$ cat src/rtl/fspr_consts.svh
`ifndef FSPR_CONSTS_SVH
`define FSPR_CONSTS_SVH

// ***********************************************
// Register byte addresses
// ***********************************************
`define FSPR_ADDR_MODE_CTRL 20'hf02c0
`define FSPR_ADDR_SEQ_CTRL 20'hf02c5
`define FSPR_ADDR_END_LOW 20'hf02c6
`define FSPR_ADDR_END_HIGH 20'hf02c8
`define FSPR_ADDR_WBUF_LOW 20'hf02cc
`define FSPR_ADDR_WBUF_HIGH 20'hf02ce

// ***********************************************
// Reset values
// ***********************************************
`define FSPR_RST_MODE_CTRL 8'h08
`define FSPR_RST_SEQ_CTRL 8'h00
`define FSPR_RST_END_LOW 16'h0000
`define FSPR_RST_END_HIGH 4'h0
`define FSPR_RST_WBUF 16'h0000

// ***********************************************
// Mode control fields
// ***********************************************
`define FSPR_MODE_CODE_BIT 1
`define FSPR_MODE_INHIBIT_BIT 3
`define FSPR_MODE_DATA_BIT 4
`define FSPR_MODE_WR_MASK 8'h1a

// ***********************************************
// Sequencer control fields
// ***********************************************
`define FSPR_SEQ_START_BIT 7
`define FSPR_SEQ_STOP_BIT 6
`define FSPR_SEQ_AREA_BIT 3
`define FSPR_SEQ_CMD_MSB 2
`define FSPR_SEQ_WR_MASK 8'hcf

// ***********************************************
// End address layout
// ***********************************************
`define FSPR_END_HIGH_MSB 3
`define FSPR_CODE_ALIGN_BITS 2

`endif

$ cat src/rtl/fspr_pkg.sv
package fspr_pkg;

  // CPU access, one per cycle
  typedef struct packed {
    logic wr;
    logic rd;
    logic word;
    logic [19:0] addr;
    logic [15:0] wdata;
  } fspr_cpu_req_t;

  // Command handed to the sequencer
  typedef struct packed {
    logic start;
    logic stop;
    logic area;
    logic [2:0] cmd;
  } fspr_seq_cmd_t;

  // Programming controls seen by the flash core
  typedef struct packed {
    logic codeProgEnable;
    logic dataProgEnable;
    logic [19:0] endAddr;
    logic [31:0] progData;
  } fspr_prog_t;

  typedef enum logic [1:0] {
    FSPR_SEQ_IDLE = 2'b01,
    FSPR_SEQ_BUSY = 2'b10
  } fspr_seq_state_t;

endpackage

$ cat src/rtl/fspr_regif.sv
`timescale 1ns/100ps
`include "fspr_consts.svh"

// Summary of operation
// Buffer and end address writable only in program mode
// Software touches them only with sequencers stopped
// Buffer halves accessed as whole 16-bit words
// Buffer cleared on reset, soft reset, finish
// Data flash byte in low eight bits
// High half bits 31-16, low half 15-0
// Bit 4 selects data flash programming mode
// Bit 1 selects code flash programming mode
// Bit 3 inhibits code erase and program
// Software holds inhibit low during code operations
// Start bit launches selected sequencer command
// End address 20 bits, upper nibble zero
// Code programming ignores two low address bits
module fspr_regif
(
  // Clock and reset
  input wire logic sys_clk,
  input wire logic sys_rst,
  // CPU register port
  input fspr_pkg::fspr_cpu_req_t cpuReq,
  output logic [15:0] cpuRdata,
  // Sequencer status
  input wire logic main_seq_end_flag,
  input wire logic extra_seq_end_flag,
  input wire logic sequencer_soft_reset_bit,
  input wire logic seqFinished,
  // Sequencer command and programming controls
  output fspr_pkg::fspr_seq_cmd_t seqCmd,
  output logic seqLaunch,
  output fspr_pkg::fspr_prog_t progCtrl
);
  import fspr_pkg::*;

  // ***********************************************
  // Storage
  // ***********************************************
  logic [7:0] program_mode_ctrl_reg;
  logic [7:0] seq_control_reg;
  logic [15:0] end_addr_low_reg;
  logic [`FSPR_END_HIGH_MSB:0] end_addr_high_reg;
  logic [15:0] writeBuf [2];
  fspr_seq_state_t seqState;
  fspr_seq_state_t next_seqState;
  logic progModeOpen;
  logic seqStopped;
  logic bufClear;
  logic [19:0] wordAddr;
  logic [19:0] alignedEnd;
  logic [15:0] readWord;
  logic [15:0] next_cpuRdata;
  logic modeWrite;
  logic seqWrite;
  logic endLowWrite;
  logic endHighWrite;
  logic [7:0] byteData;
  logic startRequest;

  // ***********************************************
  // Decode
  // ***********************************************
  assign progModeOpen = program_mode_ctrl_reg[`FSPR_MODE_CODE_BIT]
    | program_mode_ctrl_reg[`FSPR_MODE_DATA_BIT];
  assign seqStopped = ~main_seq_end_flag & ~extra_seq_end_flag;
  assign bufClear = sequencer_soft_reset_bit | seqFinished;
  assign wordAddr = {cpuReq.addr[19:1], 1'b0};
  // Odd byte access carries its data in the high lane
  assign byteData = cpuReq.addr[0] ? cpuReq.wdata[15:8] : cpuReq.wdata[7:0];

  assign modeWrite = cpuReq.wr & ~cpuReq.word
    & (cpuReq.addr == `FSPR_ADDR_MODE_CTRL) & seqStopped;
  assign seqWrite = cpuReq.wr & ~cpuReq.word & (cpuReq.addr == `FSPR_ADDR_SEQ_CTRL);
  assign endLowWrite = cpuReq.wr & cpuReq.word
    & (cpuReq.addr == `FSPR_ADDR_END_LOW) & progModeOpen;
  assign endHighWrite = cpuReq.wr & ~cpuReq.word
    & (cpuReq.addr == `FSPR_ADDR_END_HIGH) & progModeOpen;
  assign startRequest = seqWrite & byteData[`FSPR_SEQ_START_BIT]
    & (seqState == FSPR_SEQ_IDLE);

  // ***********************************************
  // Mode control register
  // ***********************************************
  // Changing modes under a running sequencer would corrupt the operation
  always_ff @(posedge sys_clk)
  begin
    if (sys_rst)
    begin
      program_mode_ctrl_reg <= `FSPR_RST_MODE_CTRL;
    end
    else if (modeWrite)
    begin
      program_mode_ctrl_reg <= byteData & `FSPR_MODE_WR_MASK;
    end
  end

  // ***********************************************
  // Sequencer control register
  // ***********************************************
  always_ff @(posedge sys_clk)
  begin
    if (sys_rst || sequencer_soft_reset_bit)
    begin
      seq_control_reg <= `FSPR_RST_SEQ_CTRL;
    end
    else if (seqWrite && seqState == FSPR_SEQ_IDLE)
    begin
      seq_control_reg <= byteData & `FSPR_SEQ_WR_MASK;
    end
    else
    begin
      // Finish must drop start even under a same-cycle stop write
      if (seqWrite)
      begin
        seq_control_reg[`FSPR_SEQ_STOP_BIT] <= byteData[`FSPR_SEQ_STOP_BIT];
      end
      if (seqFinished)
      begin
        seq_control_reg[`FSPR_SEQ_START_BIT] <= 1'b0;
        seq_control_reg[`FSPR_SEQ_STOP_BIT] <= 1'b0;
      end
    end
  end

  always_comb
  begin
    next_seqState = seqState;
    case (seqState)
      FSPR_SEQ_IDLE:
      begin
        if (startRequest)
        begin
          next_seqState = FSPR_SEQ_BUSY;
        end
      end
      FSPR_SEQ_BUSY:
      begin
        if (seqFinished)
        begin
          next_seqState = FSPR_SEQ_IDLE;
        end
      end
      default:
      begin
        next_seqState = FSPR_SEQ_IDLE;
      end
    endcase
  end

  always_ff @(posedge sys_clk)
  begin
    if (sys_rst || sequencer_soft_reset_bit)
    begin
      seqState <= FSPR_SEQ_IDLE;
    end
    else
    begin
      seqState <= next_seqState;
    end
  end

  always_ff @(posedge sys_clk)
  begin
    if (sys_rst || sequencer_soft_reset_bit)
    begin
      seqLaunch <= 1'b0;
    end
    else
    begin
      seqLaunch <= startRequest;
    end
  end

  assign seqCmd.start = seq_control_reg[`FSPR_SEQ_START_BIT];
  assign seqCmd.stop = seq_control_reg[`FSPR_SEQ_STOP_BIT];
  assign seqCmd.area = seq_control_reg[`FSPR_SEQ_AREA_BIT];
  assign seqCmd.cmd = seq_control_reg[`FSPR_SEQ_CMD_MSB:0];

  // ***********************************************
  // End address pointer
  // ***********************************************
  always_ff @(posedge sys_clk)
  begin
    if (sys_rst)
    begin
      end_addr_low_reg <= `FSPR_RST_END_LOW;
    end
    else if (endLowWrite)
    begin
      end_addr_low_reg <= cpuReq.wdata;
    end
  end

  always_ff @(posedge sys_clk)
  begin
    if (sys_rst)
    begin
      end_addr_high_reg <= `FSPR_RST_END_HIGH;
    end
    else if (endHighWrite)
    begin
      end_addr_high_reg <= byteData[`FSPR_END_HIGH_MSB:0];
    end
  end

  // ***********************************************
  // Write data buffer, index 0 low, 1 high
  // ***********************************************
  for (genvar h = 0; h < 2; h++)
  begin : gen_wbuf
    logic halfWrite;
    assign halfWrite = cpuReq.wr & cpuReq.word & progModeOpen
      & (cpuReq.addr == (h == 0 ? `FSPR_ADDR_WBUF_LOW : `FSPR_ADDR_WBUF_HIGH));
    always_ff @(posedge sys_clk)
    begin
      if (sys_rst || bufClear)
      begin
        writeBuf[h] <= `FSPR_RST_WBUF;
      end
      else if (halfWrite)
      begin
        writeBuf[h] <= cpuReq.wdata;
      end
    end
  end

  // ***********************************************
  // Programming controls
  // ***********************************************
  // Inhibit gates only the code area; data area follows its own select
  assign progCtrl.codeProgEnable = program_mode_ctrl_reg[`FSPR_MODE_CODE_BIT]
    & ~program_mode_ctrl_reg[`FSPR_MODE_INHIBIT_BIT];
  assign progCtrl.dataProgEnable = program_mode_ctrl_reg[`FSPR_MODE_DATA_BIT];
  assign progCtrl.progData = {writeBuf[1], writeBuf[0]};
  always_comb
  begin
    alignedEnd = {end_addr_high_reg, end_addr_low_reg};
    if (program_mode_ctrl_reg[`FSPR_MODE_CODE_BIT])
    begin
      alignedEnd[`FSPR_CODE_ALIGN_BITS-1:0] = '0;
    end
  end
  assign progCtrl.endAddr = alignedEnd;

  // ***********************************************
  // Read path
  // ***********************************************
  always_comb
  begin
    case (wordAddr)
      `FSPR_ADDR_MODE_CTRL: readWord = {8'h00, program_mode_ctrl_reg};
      {`FSPR_ADDR_SEQ_CTRL} & 20'hffffe: readWord = {seq_control_reg, 8'h00};
      `FSPR_ADDR_END_LOW: readWord = end_addr_low_reg;
      `FSPR_ADDR_END_HIGH: readWord = {12'h000, end_addr_high_reg};
      `FSPR_ADDR_WBUF_LOW: readWord = writeBuf[0];
      `FSPR_ADDR_WBUF_HIGH: readWord = writeBuf[1];
      default: readWord = 16'h0000;
    endcase
    next_cpuRdata = readWord;
    if (!cpuReq.word)
    begin
      next_cpuRdata = {8'h00, cpuReq.addr[0] ? readWord[15:8] : readWord[7:0]};
    end
  end

  always_ff @(posedge sys_clk)
  begin
    if (sys_rst)
    begin
      cpuRdata <= 16'h0000;
    end
    else if (cpuReq.rd)
    begin
      cpuRdata <= next_cpuRdata;
    end
  end

endmodule // fspr_regif

$ cat config.mk
export PLATFORM = sky130hd
export DESIGN_NAME = fspr_regif
export DESIGN_NICKNAME = d
export VERILOG_FILES = /design/src/rtl/fspr_pkg.sv /design/src/rtl/fspr_regif.sv
export VERILOG_INCLUDE_DIRS = /design/src /design/src/rtl
export SDC_FILE = /design/constraint.sdc
export NUM_CORES = 1
export LEC_CHECK = 0
export BUFFER_PORTS_ARGS = -buffer_cell sky130_fd_sc_hd__buf_2
export CAP_MARGIN = 15
export CORE_ASPECT_RATIO = 0.5
export CORE_MARGIN = 4
export CORE_UTILIZATION = 56
export CTS_CLUSTER_DIAMETER = 60
export DETAILED_ROUTE_END_ITERATION = 16
export PLACE_DENSITY = 0.85
export SLEW_MARGIN = 20
export SYNTH_ARGS = -nofsm -noshare
export SYNTH_HDL_FRONTEND = slang
export SYNTH_SLANG_ARGS = --single-unit
$ cat constraint.sdc
create_clock -name sys_clk -period 5.92 [get_ports sys_clk]
set_input_delay 0.592 -clock sys_clk [delete_from_list [all_inputs] [get_ports sys_clk]]
set_output_delay 0.592 -clock sys_clk [all_outputs]
set_load 0.01 [all_outputs]
==> qor.yml, run 1 <==
clk_path_buf_depth: 2
worst_pin_slew_ps: 735.5
ios: 122
fin_ws_ps: 3481
cp.required_ps: 6140
setup_viol: 0
htreeDepth: 3
syn_area_per_cell_sq_um: 10.88
synth_seq_cells: 80
final_cell_mix: "121 x buf_2, 48 x nor2_1, 48 x dfxtp_1"
grt.overflow.total: 0
rr_worst_depth: 5
cts_setup_buffers: 0
core_sq_um: 6910
dp_slack_ps: 3162
path_clk_slew_ps: 60
nets: 524
hp-class: "reg2reg"
cp_data_arrival_time_ps: 2660
clock_latency_ps: 350
rsz0062_at_grt: "false"
grt_pass1_wl_mm: 17.11
netlist_area_sq_um: 4134
holdPathStages: 2
fp.dieH_um: 68.76
yosys_warnings: 0
antenna-diode-count: 0
cts-root-buf: "clkbuf_16"
drt_wl_total_mm: 11.51
ys_seq_area_frac: 0.4649
syn_nets: 425
start_util: 0.5982
die_area_sq_um: 8904
gp_congestion: 0.9046
max_freq_mhz: 409.9
ctsHoldBuffers: 0
ys_types: 51
slew_violations: 0
area_delta_synth_final_pct: 20.70
rows: 21
syn_inst: 380
r2r-end: "writeBuf[1][0]"
finalWorstPathRequiredPeriod_ps: 2439
io_buffer_count: 121
post_cts_resized: 0
grt.total_usage: 0.2653
hold_viol: 0
end_kind: "flip-flop"
num-fill-cells: 508
drc_errors: 0
rr_startpoint: "program_mode_ctrl_reg[1]"
slew_headroom: 0.5060
status: "complete, no violations"
cts_made_buffers: 9
vdd_ir_drop_max_mv: 0.1607
setup_tns_ps: 0
period_share: 0.4121
final_common_cell: "buf_2"
hpwlAfterDp_mm: 8.293
worstSetupStartpointType: "input port"
drt_iter0_drc: 335
maxCapViolCount: 0
power_density_nw_per_um2: 263.0
cts_tree: "done"
path_class: "in2reg"
drtAntennaViolNets: 0
power.leakage_nw: 2.335
reg2reg_slack_ps: 3880
largest_reg_flops: 32
drt_first_pass_iters: 5
wl_per_cell_um: 19.99
cts_sinks: 80
hold_start: "cpuRdata[5]"
grt_start_max_net_pins: 37
drive_gt1_frac: 0.3678
cp_max_fo: 16
die_x_um: 129.5
hold_end: "cpuRdata[5]"
fin_cells: 576
antenna_found_initial: 0
grt_pass1_vias: 3147
fin_skew_ps: 8.894
dp.cells: 560
vias: 3374
post_drt_via_cell_ratio: 5.858
-- per-layer routing --
metal,vias up,track usage,part of all wire
li1,1557,-,-
met1,1620,0.3515,0.42
met2,176,0.3976,0.44
met3,21,0.1077,0.12
met4,0,0.09326,0.015
met5,-,0,0
-- stage by stage --
stage	power, mW	utilization	hold WS (ps)	cell area [sq um]
floorplan	0.6406	-	437.2	4134
global placement	0.6825	0.6721	428.7	4644
detailed placement	0.6838	0.6721	436.5	4644
CTS	1.309	0.7221	444.7	4990
global route	1.345	0.7221	482.7	4990
finish	1.312	0.7221	447.7	4990
-- area by class of cell --
| class | instances | area, sq um | share of cell area |
|---|---|---|---|
| Timing Repair Buffer | 123 | 620.6 | 0.1244 |
| Sequential cell | 80 | 1922 | 0.3852 |
| Inverter | 5 | 18.77 | 0.003761 |
| Tap cell | 92 | 115.1 | 0.02307 |
| Clock buffer | 10 | 250.2 | 0.05015 |
| Multi-Input combinational cell | 260 | 1968 | 0.3944 |
| Clock inverter | 6 | 95.09 | 0.01906 |
-- kinds of logic (layout without fill, tap and decap cells) --
kind of cell    Yosys count  in the layout  share of synthesized area
flops                    80             80                     0.4649
mux                      52             52                     0.1474
simple gates            165            165                     0.2579
buf+inv                  40            144                    0.05902
compound gates           43             43                    0.07083
-- Yosys cell counts (all sizes together) --
master	number	area [sq um]
or3	2	12.51
buf	27	195.2
a221oi	3	26.28
o21a	2	15.01
nor4b	3	47.54
nand4bb	1	11.26
inv	5	18.77
nand2	17	63.81
nor4	8	140.1
mux2i	35	350.3
a22oi	4	30.03
nand2b	4	25.02
o311ai	2	17.52
a221o	1	10.01
nor3	7	46.30
nor3b	6	45.04
and3b	1	8.760
nor2	48	180.2
mux4	6	135.1
o21ai	11	55.05
or2	2	12.52
nand3	12	90.08
a211oi	1	7.510
and2	32	200.2
mux2	11	123.9
edfxtp	32	960.9
or4	1	11.26
o31ai	4	50.05
and3	1	6.260
nor2b	11	68.82
a21oi	12	60.06
clkbuf	8	30.03
or4b	1	13.76
nand4	5	52.55
and4	2	17.52
o2111ai	1	8.760
a31oi	2	12.51
and4bb	1	12.51
dfxtp	48	960.9
-- worst max-delay path: stages --
cell and delay [ps]:
buf_2 110, nor4_4 440, and3_1 490, nand3_4 130, nor4_4 660, and2_1 220
-- report_power, final --
part	leakage (nW)	switching [mW]	internal (mW)
combinational	1.41	0.0585	0.0332
sequential	0.760	0.00401	0.578
clock	0.169	0.238	0.400
-- how the worst max path moves through the flow --
stage                from         endpoint  slack (ps)  depth (start not counted)
6_report       cpuReq[24]   writeBuf[1][0]        3480                          6
5_1_grt        cpuReq[24]   writeBuf[1][0]        3360                          6
4_1_cts        cpuReq[24]  writeBuf[0][10]        3500                          6
3_5_place_dp   cpuReq[24]  writeBuf[1][15]        3160                          6
3_3_place_gp   cpuReq[24]  writeBuf[1][10]        3230                          6
2_1_floorplan  cpuReq[24]   writeBuf[0][0]        2910                          5
Power figures use the tool's default switching activity.
==> run 2: changes to the inputs <==
--- a/config.mk
+++ b/config.mk
@@ -10,10 +10,10 @@
 export CAP_MARGIN = 15
 export CORE_ASPECT_RATIO = 0.5
 export CORE_MARGIN = 4
-export CORE_UTILIZATION = 56
+export CORE_UTILIZATION = 52
 export CTS_CLUSTER_DIAMETER = 60
 export DETAILED_ROUTE_END_ITERATION = 16
-export PLACE_DENSITY = 0.85
+export PLACE_DENSITY = 0.79
 export SLEW_MARGIN = 20
 export SYNTH_ARGS = -nofsm -noshare
 export SYNTH_HDL_FRONTEND = slang
==> constraint.sdc (replaced) <==
create_clock -name sys_clk -period 2.43 [get_ports sys_clk]
set_input_delay 0.243 -clock sys_clk [delete_from_list [all_inputs] [get_ports sys_clk]]
set_output_delay 0.243 -clock sys_clk [all_outputs]
set_load 0.01 [all_outputs]
==> run 2 against run 1 <==
Wire length increased by 3.0%. Global-route usage down 1.5 points. Combinational power rose to 2.5 times the previous value. First-iteration DRC count grew 1.2%. Utilization shrank 4.9 points. Clock skew is 4.9 ps lower. Flip-flop and latch count stayed put. Register-to-register slack worse by 3300 ps. Worst setup slack lost 2900 ps. Sequential share of layout area is 0.52 points lower. Critical endpoint is now writeBuf[0][5]. Highest routed layer unchanged.
==> qor.yml, run 2 (synthesis results as in run 1) <==
path_clk_slew_ps: 60  # about the same
worst_pin_slew_ps: 666.6  # was 735.5 ps
cp_data_arrival_time_ps: 1880  # was 2660 ps
dp.cells: 587  # was 560
cp-startpoint: "cpuReq[24]"  # unchanged
grt.total_usage: 0.2507  # was 0.2653
drt_wl_total_mm: 11.86  # was 11.51 mm
vias: 3381  # was 3374
dr.max_layer_used: "met4"  # unchanged
cts-root-buf: "clkbuf_16"  # unchanged
dr_wl_met3_mm: 1.258  # was 1.426 mm
post_drt_via_cell_ratio: 5.607  # was 5.858
hold_viol: 0  # unchanged
drc_errors: 0  # unchanged
p_int_mw: 2.313  # was 1.012 mW
netSwitchingFraction: 0.2429  # was 0.2290
cts_tree: "done"  # unchanged
power_density_nw_per_um2: 603.9  # was 263.0 nW/um^2
final_common_cell: "buf_2"  # unchanged
reg2reg_slack_ps: 610  # was 3880 ps
max_freq_mhz: 541.8
final_cell_mix: "121 x buf_2, 48 x nor2_1, 48 x dfxtp_1"  # unchanged
maxCapViolCount: 0  # unchanged
clock_latency_ps: 350  # about the same
rsz0062_at_grt: "false"  # unchanged
stdcell_area_sq_um: 5059  # was 4990 sq um
comb_power_share: 0.076  # was 0.070
largest_reg_flops: 32  # unchanged
io_buffer_count: 121  # unchanged
cp.required_ps: 2460  # was 6140 ps
htreeDepth: 3  # unchanged
p_clk_frac: 0.459  # was 0.486
fin_cells: 603  # was 576
cp_max_fo: 16  # unchanged
finalWorstPathRequiredPeriod_ps: 1846
seq_power_share: 0.465  # was 0.444
power_switching_mw: 0.7421  # was 0.3005 mW
cts_setup_buffers: 0  # unchanged
met1_length_mm: 5.386  # was 4.882 mm
setup_tns_ps: 0  # unchanged
cts_sinks: 80  # unchanged
rr_startpoint: "program_mode_ctrl_reg[4]"  # was program_mode_ctrl_reg[1]
grt_pass1_wl_mm: 18.14  # was 17.11 mm
drt_iter0_drc: 339  # was 335
start_util: 0.5501  # was 0.5982
hpwlAfterDp_mm: 8.834  # was 8.293 mm
wl_per_cell_um: 19.67  # was 19.99 um
fp.dieH_um: 71.05  # was 68.76 um
ctsHoldBuffers: 0  # unchanged
r2r-end: "writeBuf[0][5]"  # was writeBuf[1][0]
drive_gt1_frac: 0.3818  # was 0.3678
rr_worst_depth: 5  # unchanged
grt_pass1_vias: 3170  # was 3147
endpoint: "writeBuf[0][5]"  # was writeBuf[1][0]
slew_headroom: 0.5509  # was 0.5060
power.leakage_nw: 2.367  # was 2.335 nW
place_area_sq_um: 4747  # was 4644 sq um
path_class: "in2reg"  # unchanged
end_kind: "flip-flop"  # unchanged
clk_path_buf_depth: 2  # unchanged
antenna_found_initial: 0  # unchanged
fin_hold_ws_ps: 129.6  # was 447.7 ps
hp-class: "in2reg"  # was reg2reg
worstSetupStartpointType: "input port"  # unchanged
dr_wl_met2_mm: 5.130  # was 5.029 mm
period_share: 0.7596
slew_violations: 0  # unchanged
setup_viol: 0  # unchanged
die_x_um: 134.1  # was 129.5 um
die_area_sq_um: 9527  # was 8904 sq um
area_delta_synth_final_pct: 22.37  # was 20.70%
antenna-diode-count: 0  # unchanged
vdd_ir_drop_max_mv: 0.4170  # was 0.1607 mV
post_cts_resized: 0  # unchanged
dp_slack_ps: 256.0  # was 3162 ps
gp_congestion: 0.9260  # was 0.9046
status: "complete, no violations"  # unchanged
nets: 535  # was 524
drt_first_pass_iters: 5  # unchanged
fin_skew_ps: 3.964  # was 8.894 ps
grt_start_max_net_pins: 24  # was 37
post-route-util: 0.6732  # was 0.7221
rows: 22  # was 21
fin_ws_ps: 584.2  # was 3481 ps
cts_made_buffers: 9  # unchanged
core_sq_um: 7515  # was 6910 sq um
hold_start: "sequencer_soft_reset_bit"  # was cpuRdata[5]
ios: 122  # unchanged
drtAntennaViolNets: 0  # unchanged
grt.overflow.total: 0  # unchanged
finalPower_mw: 3.055  # was 1.312 mW
## run 2: cell count changes in the layout (fill, tap and decap cells not counted)
cell | before | now
clkinv_4 | 1 | 2
clkbuf_16 | 10 | 9
inv_6 | 3 | 1
inv_8 | 0 | 2
bufinv_16 | 2 | 1
buf_4 | 2 | 13
clkinvlp_4 | 0 | 1
## run 2: power by group through the flow
stage | Clock (mW) | Combinational (mW) | Sequential, mW
final | 1.40 | 0.232 | 1.42
after detailed placement | 0 | 0.229 | 1.45
after CTS | 1.40 | 0.230 | 1.42
after global routing | 1.48 | 0.249 | 1.42
after floorplan | 0 | 0.104 | 1.46
after global placement | 0 | 0.226 | 1.45
## run 2: cell type report
class / count / area [sq um]
Clock inverter: 7 / 86.33
Sequential cell: 80 / 1922
Multi-Input combinational cell: 260 / 1968
Fill cell: 586 / 2456
Tap cell: 108 / 135.1
Clock buffer: 9 / 225.2
Inverter: 5 / 18.77
Timing Repair Buffer: 134 / 703.2
## run 2: how the worst min path moves through the flow
stage                   to  slack (ps)  cells after the start
2_1_floorplan  seqState[0]         360                      2
3_3_place_gp   cpuRdata[5]         430                      2
3_5_place_dp   cpuRdata[5]         440                      2
4_1_cts        seqState[0]         120                      3
5_1_grt        seqState[0]         140                      3
6_report       seqState[0]         130                      3
## run 2: per-layer routing
| metal | track usage | vias to the layer above |
|---|---|---|
| met5 | 0 | - |
| met2 | 0.3667 | 173 |
| met1 | 0.3684 | 1619 |
| met4 | 0.05192 | 0 |
| li1 | - | 1579 |
| met3 | 0.07670 | 10 |
## run 2: critical path, cell delays in order
cell and delay [ps]:
buf_2 120, nor4_4 420, and3_1 470, nand3_2 180, o21ai_1 160, buf_4 280
==> run 3: changes to the inputs <==
--- a/config.mk
+++ b/config.mk
@@ -10,10 +10,10 @@
 export CAP_MARGIN = 15
 export CORE_ASPECT_RATIO = 0.5
 export CORE_MARGIN = 4
-export CORE_UTILIZATION = 52
+export CORE_UTILIZATION = 47
 export CTS_CLUSTER_DIAMETER = 60
 export DETAILED_ROUTE_END_ITERATION = 16
-export PLACE_DENSITY = 0.79
+export PLACE_DENSITY = 0.76
 export SLEW_MARGIN = 20
 export SYNTH_ARGS = -nofsm -noshare
 export SYNTH_HDL_FRONTEND = slang
==> constraint.sdc (replaced) <==
create_clock -name sys_clk -period 1.6 [get_ports sys_clk]
set_input_delay 0.16 -clock sys_clk [delete_from_list [all_inputs] [get_ports sys_clk]]
set_output_delay 0.16 -clock sys_clk [all_outputs]
set_load 0.01 [all_outputs]
==> run 3 against run 2 <==
Flip-flop and latch count unchanged. Power is 50% higher. Critical path depth down 1. Design area rose by 10%. Clock power rose by 44%. Sequential share of layout area is 3.5 points lower. First-iteration DRC count down 23%. Register-to-register slack got worse by 590 ps. Worst setup slack worse by 560 ps. Sequential power increased by 52%. Global-route usage is 0.46 points lower. Critical endpoint is now cpuRdata[8].
==> qor.yml, run 3 (synthesis results as in run 1) <==
final_common_cell: "buf_2"  # unchanged
vias: 3644  # was 3381
cp.required_ps: 1830  # was 2460 ps
vdd_ir_drop_max_mv: 0.5129  # was 0.4170 mV
grt_pass1_wl_mm: 19.31  # was 18.14 mm
drt_iter0_drc: 261  # was 339
power_density_nw_per_um2: 824.2  # was 603.9 nW/um^2
slew_violations: 0  # unchanged
die_x_um: 140.6  # was 134.1 um
rows: 23  # was 22
io_buffer_count: 121  # unchanged
wl_per_cell_um: 18.83  # was 19.67 um
end_kind: "flip-flop"  # unchanged
hold_viol: 0  # unchanged
antenna_found_initial: 0  # unchanged
num-fill-cells: 634  # was 586
cp_data_arrival_time_ps: 1810  # was 1880 ps
grt.total_usage: 0.2460  # was 0.2507
dp_slack_ps: -233.4  # was 256.0 ps
clk_path_buf_depth: 2  # unchanged
hpwlAfterDp_mm: 9.611  # was 8.834 mm
drive_gt1_frac: 0.4572  # was 0.3818
max_freq_mhz: 634.0
rsz0062_at_grt: "true"  # was false
setup_viol: 0  # unchanged
ctsHoldBuffers: 0  # unchanged
ios: 122  # unchanged
fp.dieH_um: 74.32  # was 71.05 um
hp-class: "in2reg"  # unchanged
maxCapViolCount: 0  # unchanged
grt_start_max_net_pins: 19  # was 24
cts_sinks: 80  # unchanged
drc_errors: 0  # unchanged
cp_max_fo: 2  # was 16
area_delta_synth_final_pct: 34.90  # was 22.37%
largest_reg_flops: 32  # unchanged
path_clk_slew_ps: 60  # about the same
die_area_sq_um: 10450  # was 9527 sq um
post_drt_via_cell_ratio: 5.513  # was 5.607
slew_headroom: 0.6528  # was 0.5509
drt_first_pass_iters: 5  # unchanged
cts_tree: "done"  # unchanged
grt_pass1_vias: 3523  # was 3170
worstSetupStartpointType: "flip-flop"  # was input port
period_share: 0.9858
clock_latency_ps: 350  # about the same
setup_tns_ps: 0  # unchanged
dp.cells: 640  # was 587
path_class: "reg2reg"  # was in2reg
drtAntennaViolNets: 0  # unchanged
fin_ws_ps: 22.73  # was 584.2 ps
start_util: 0.4988  # was 0.5501
fin_hold_ws_ps: 80.78  # was 129.6 ps
cts-root-buf: "clkbuf_16"  # unchanged
worst_pin_slew_ps: 515.3  # was 666.6 ps
finalWorstPathRequiredPeriod_ps: 1577
status: "complete, no violations"  # unchanged
core_sq_um: 8288  # was 7515 sq um
fin_skew_ps: 8.167  # was 3.964 ps
multi_input_area_sq_um: 2037  # was 1968 sq um
nets: 589  # was 535
cts_made_buffers: 9  # unchanged
final_cell_mix: "121 x buf_2, 61 x buf_4, 47 x nor2_1"  # was 121 x buf_2, 48 x nor2_1, 48 x dfxtp_1
grt.overflow.total: 0  # unchanged
antenna-diode-count: 0  # unchanged
power.leakage_nw: 2.677  # was 2.367 nW
gp_congestion: 0.9273  # was 0.9260
fin_cells: 661  # was 603
seq_area_sq_um: 1924  # was 1922 sq um
drt_wl_total_mm: 12.45  # was 11.86 mm
htreeDepth: 3  # unchanged
==> run 3: changes by cell type in the layout (fill, tap and decap cells not counted), moves of 2 or more <==
cell / change
clkbuf_1: +2
inv_8: -2
o21ai_4: +2
clkinv_2: +2
dfxtp_1: -2
buf_6: +2
buf_4: +48
o21ai_1: -2
dfxtp_2: +2
buf_12: +4
==> run 3: critical path, stage by stage, from the launching register on <==
cell and delay, ps:
edfxtp_1 400, mux4_2 550, nor3b_1 190, buf_4 150, a21oi_1 130, nor2_1 50
==> run 3: where the power goes <==
group	total, mW	switching (mW)	internal (mW)
registers	2.16	0.0163	2.14
clock network	2.02	0.810	1.21
logic	0.418	0.238	0.180
==> run 3: layout make-up <==
type                       count  area share
clock buffer                  11     0.04173
multi-input combinational    260      0.3653
inverter                       5    0.003365
sequential                    80      0.3451
clock inverter                 5     0.01032
tap                          112     0.02513
timing repair buffer         188      0.2091
==> run 3: through the flow <==
stage	area, sq um	power, mW	utilization
6_report	5577	4.596	0.6729
5_1_grt	5577	4.724	0.6729
4_1_cts	5498	4.615	0.6633
3_5_place_dp	5207	2.601	0.6283
3_3_place_gp	5207	2.596	0.6283
2_1_floorplan	4172	2.373	-
==> run 3: routing by layer <==
metal | vias up | wire [um] | global-route usage
met4 | 0 | 238 | 0.07519
li1 | 1686 | - | -
met2 | 157 | 5473 | 0.3755
met5 | - | 0 | 0
met1 | 1778 | 5609 | 0.3434
met3 | 23 | 1126 | 0.07193
==> run 3: timing repair <==
action,in CTS,in global routing
gates resized for setup,0,10
setup endpoints to repair,0,69
hold endpoints to repair,0,0
setup buffers,0,5
==> run 3: final timing paths <==
check / startpoint / end / slack [ps] / depth (start not counted)
max: writeBuf[1][8] / cpuRdata[8] / 20 / 5
min: cpuReq[5] / end_addr_low_reg[5] / 80 / 3
max reg2reg: writeBuf[1][8] / cpuRdata[8] / 20 / 5
min reg2reg: cpuRdata[5] / cpuRdata[5] / 440 / 2
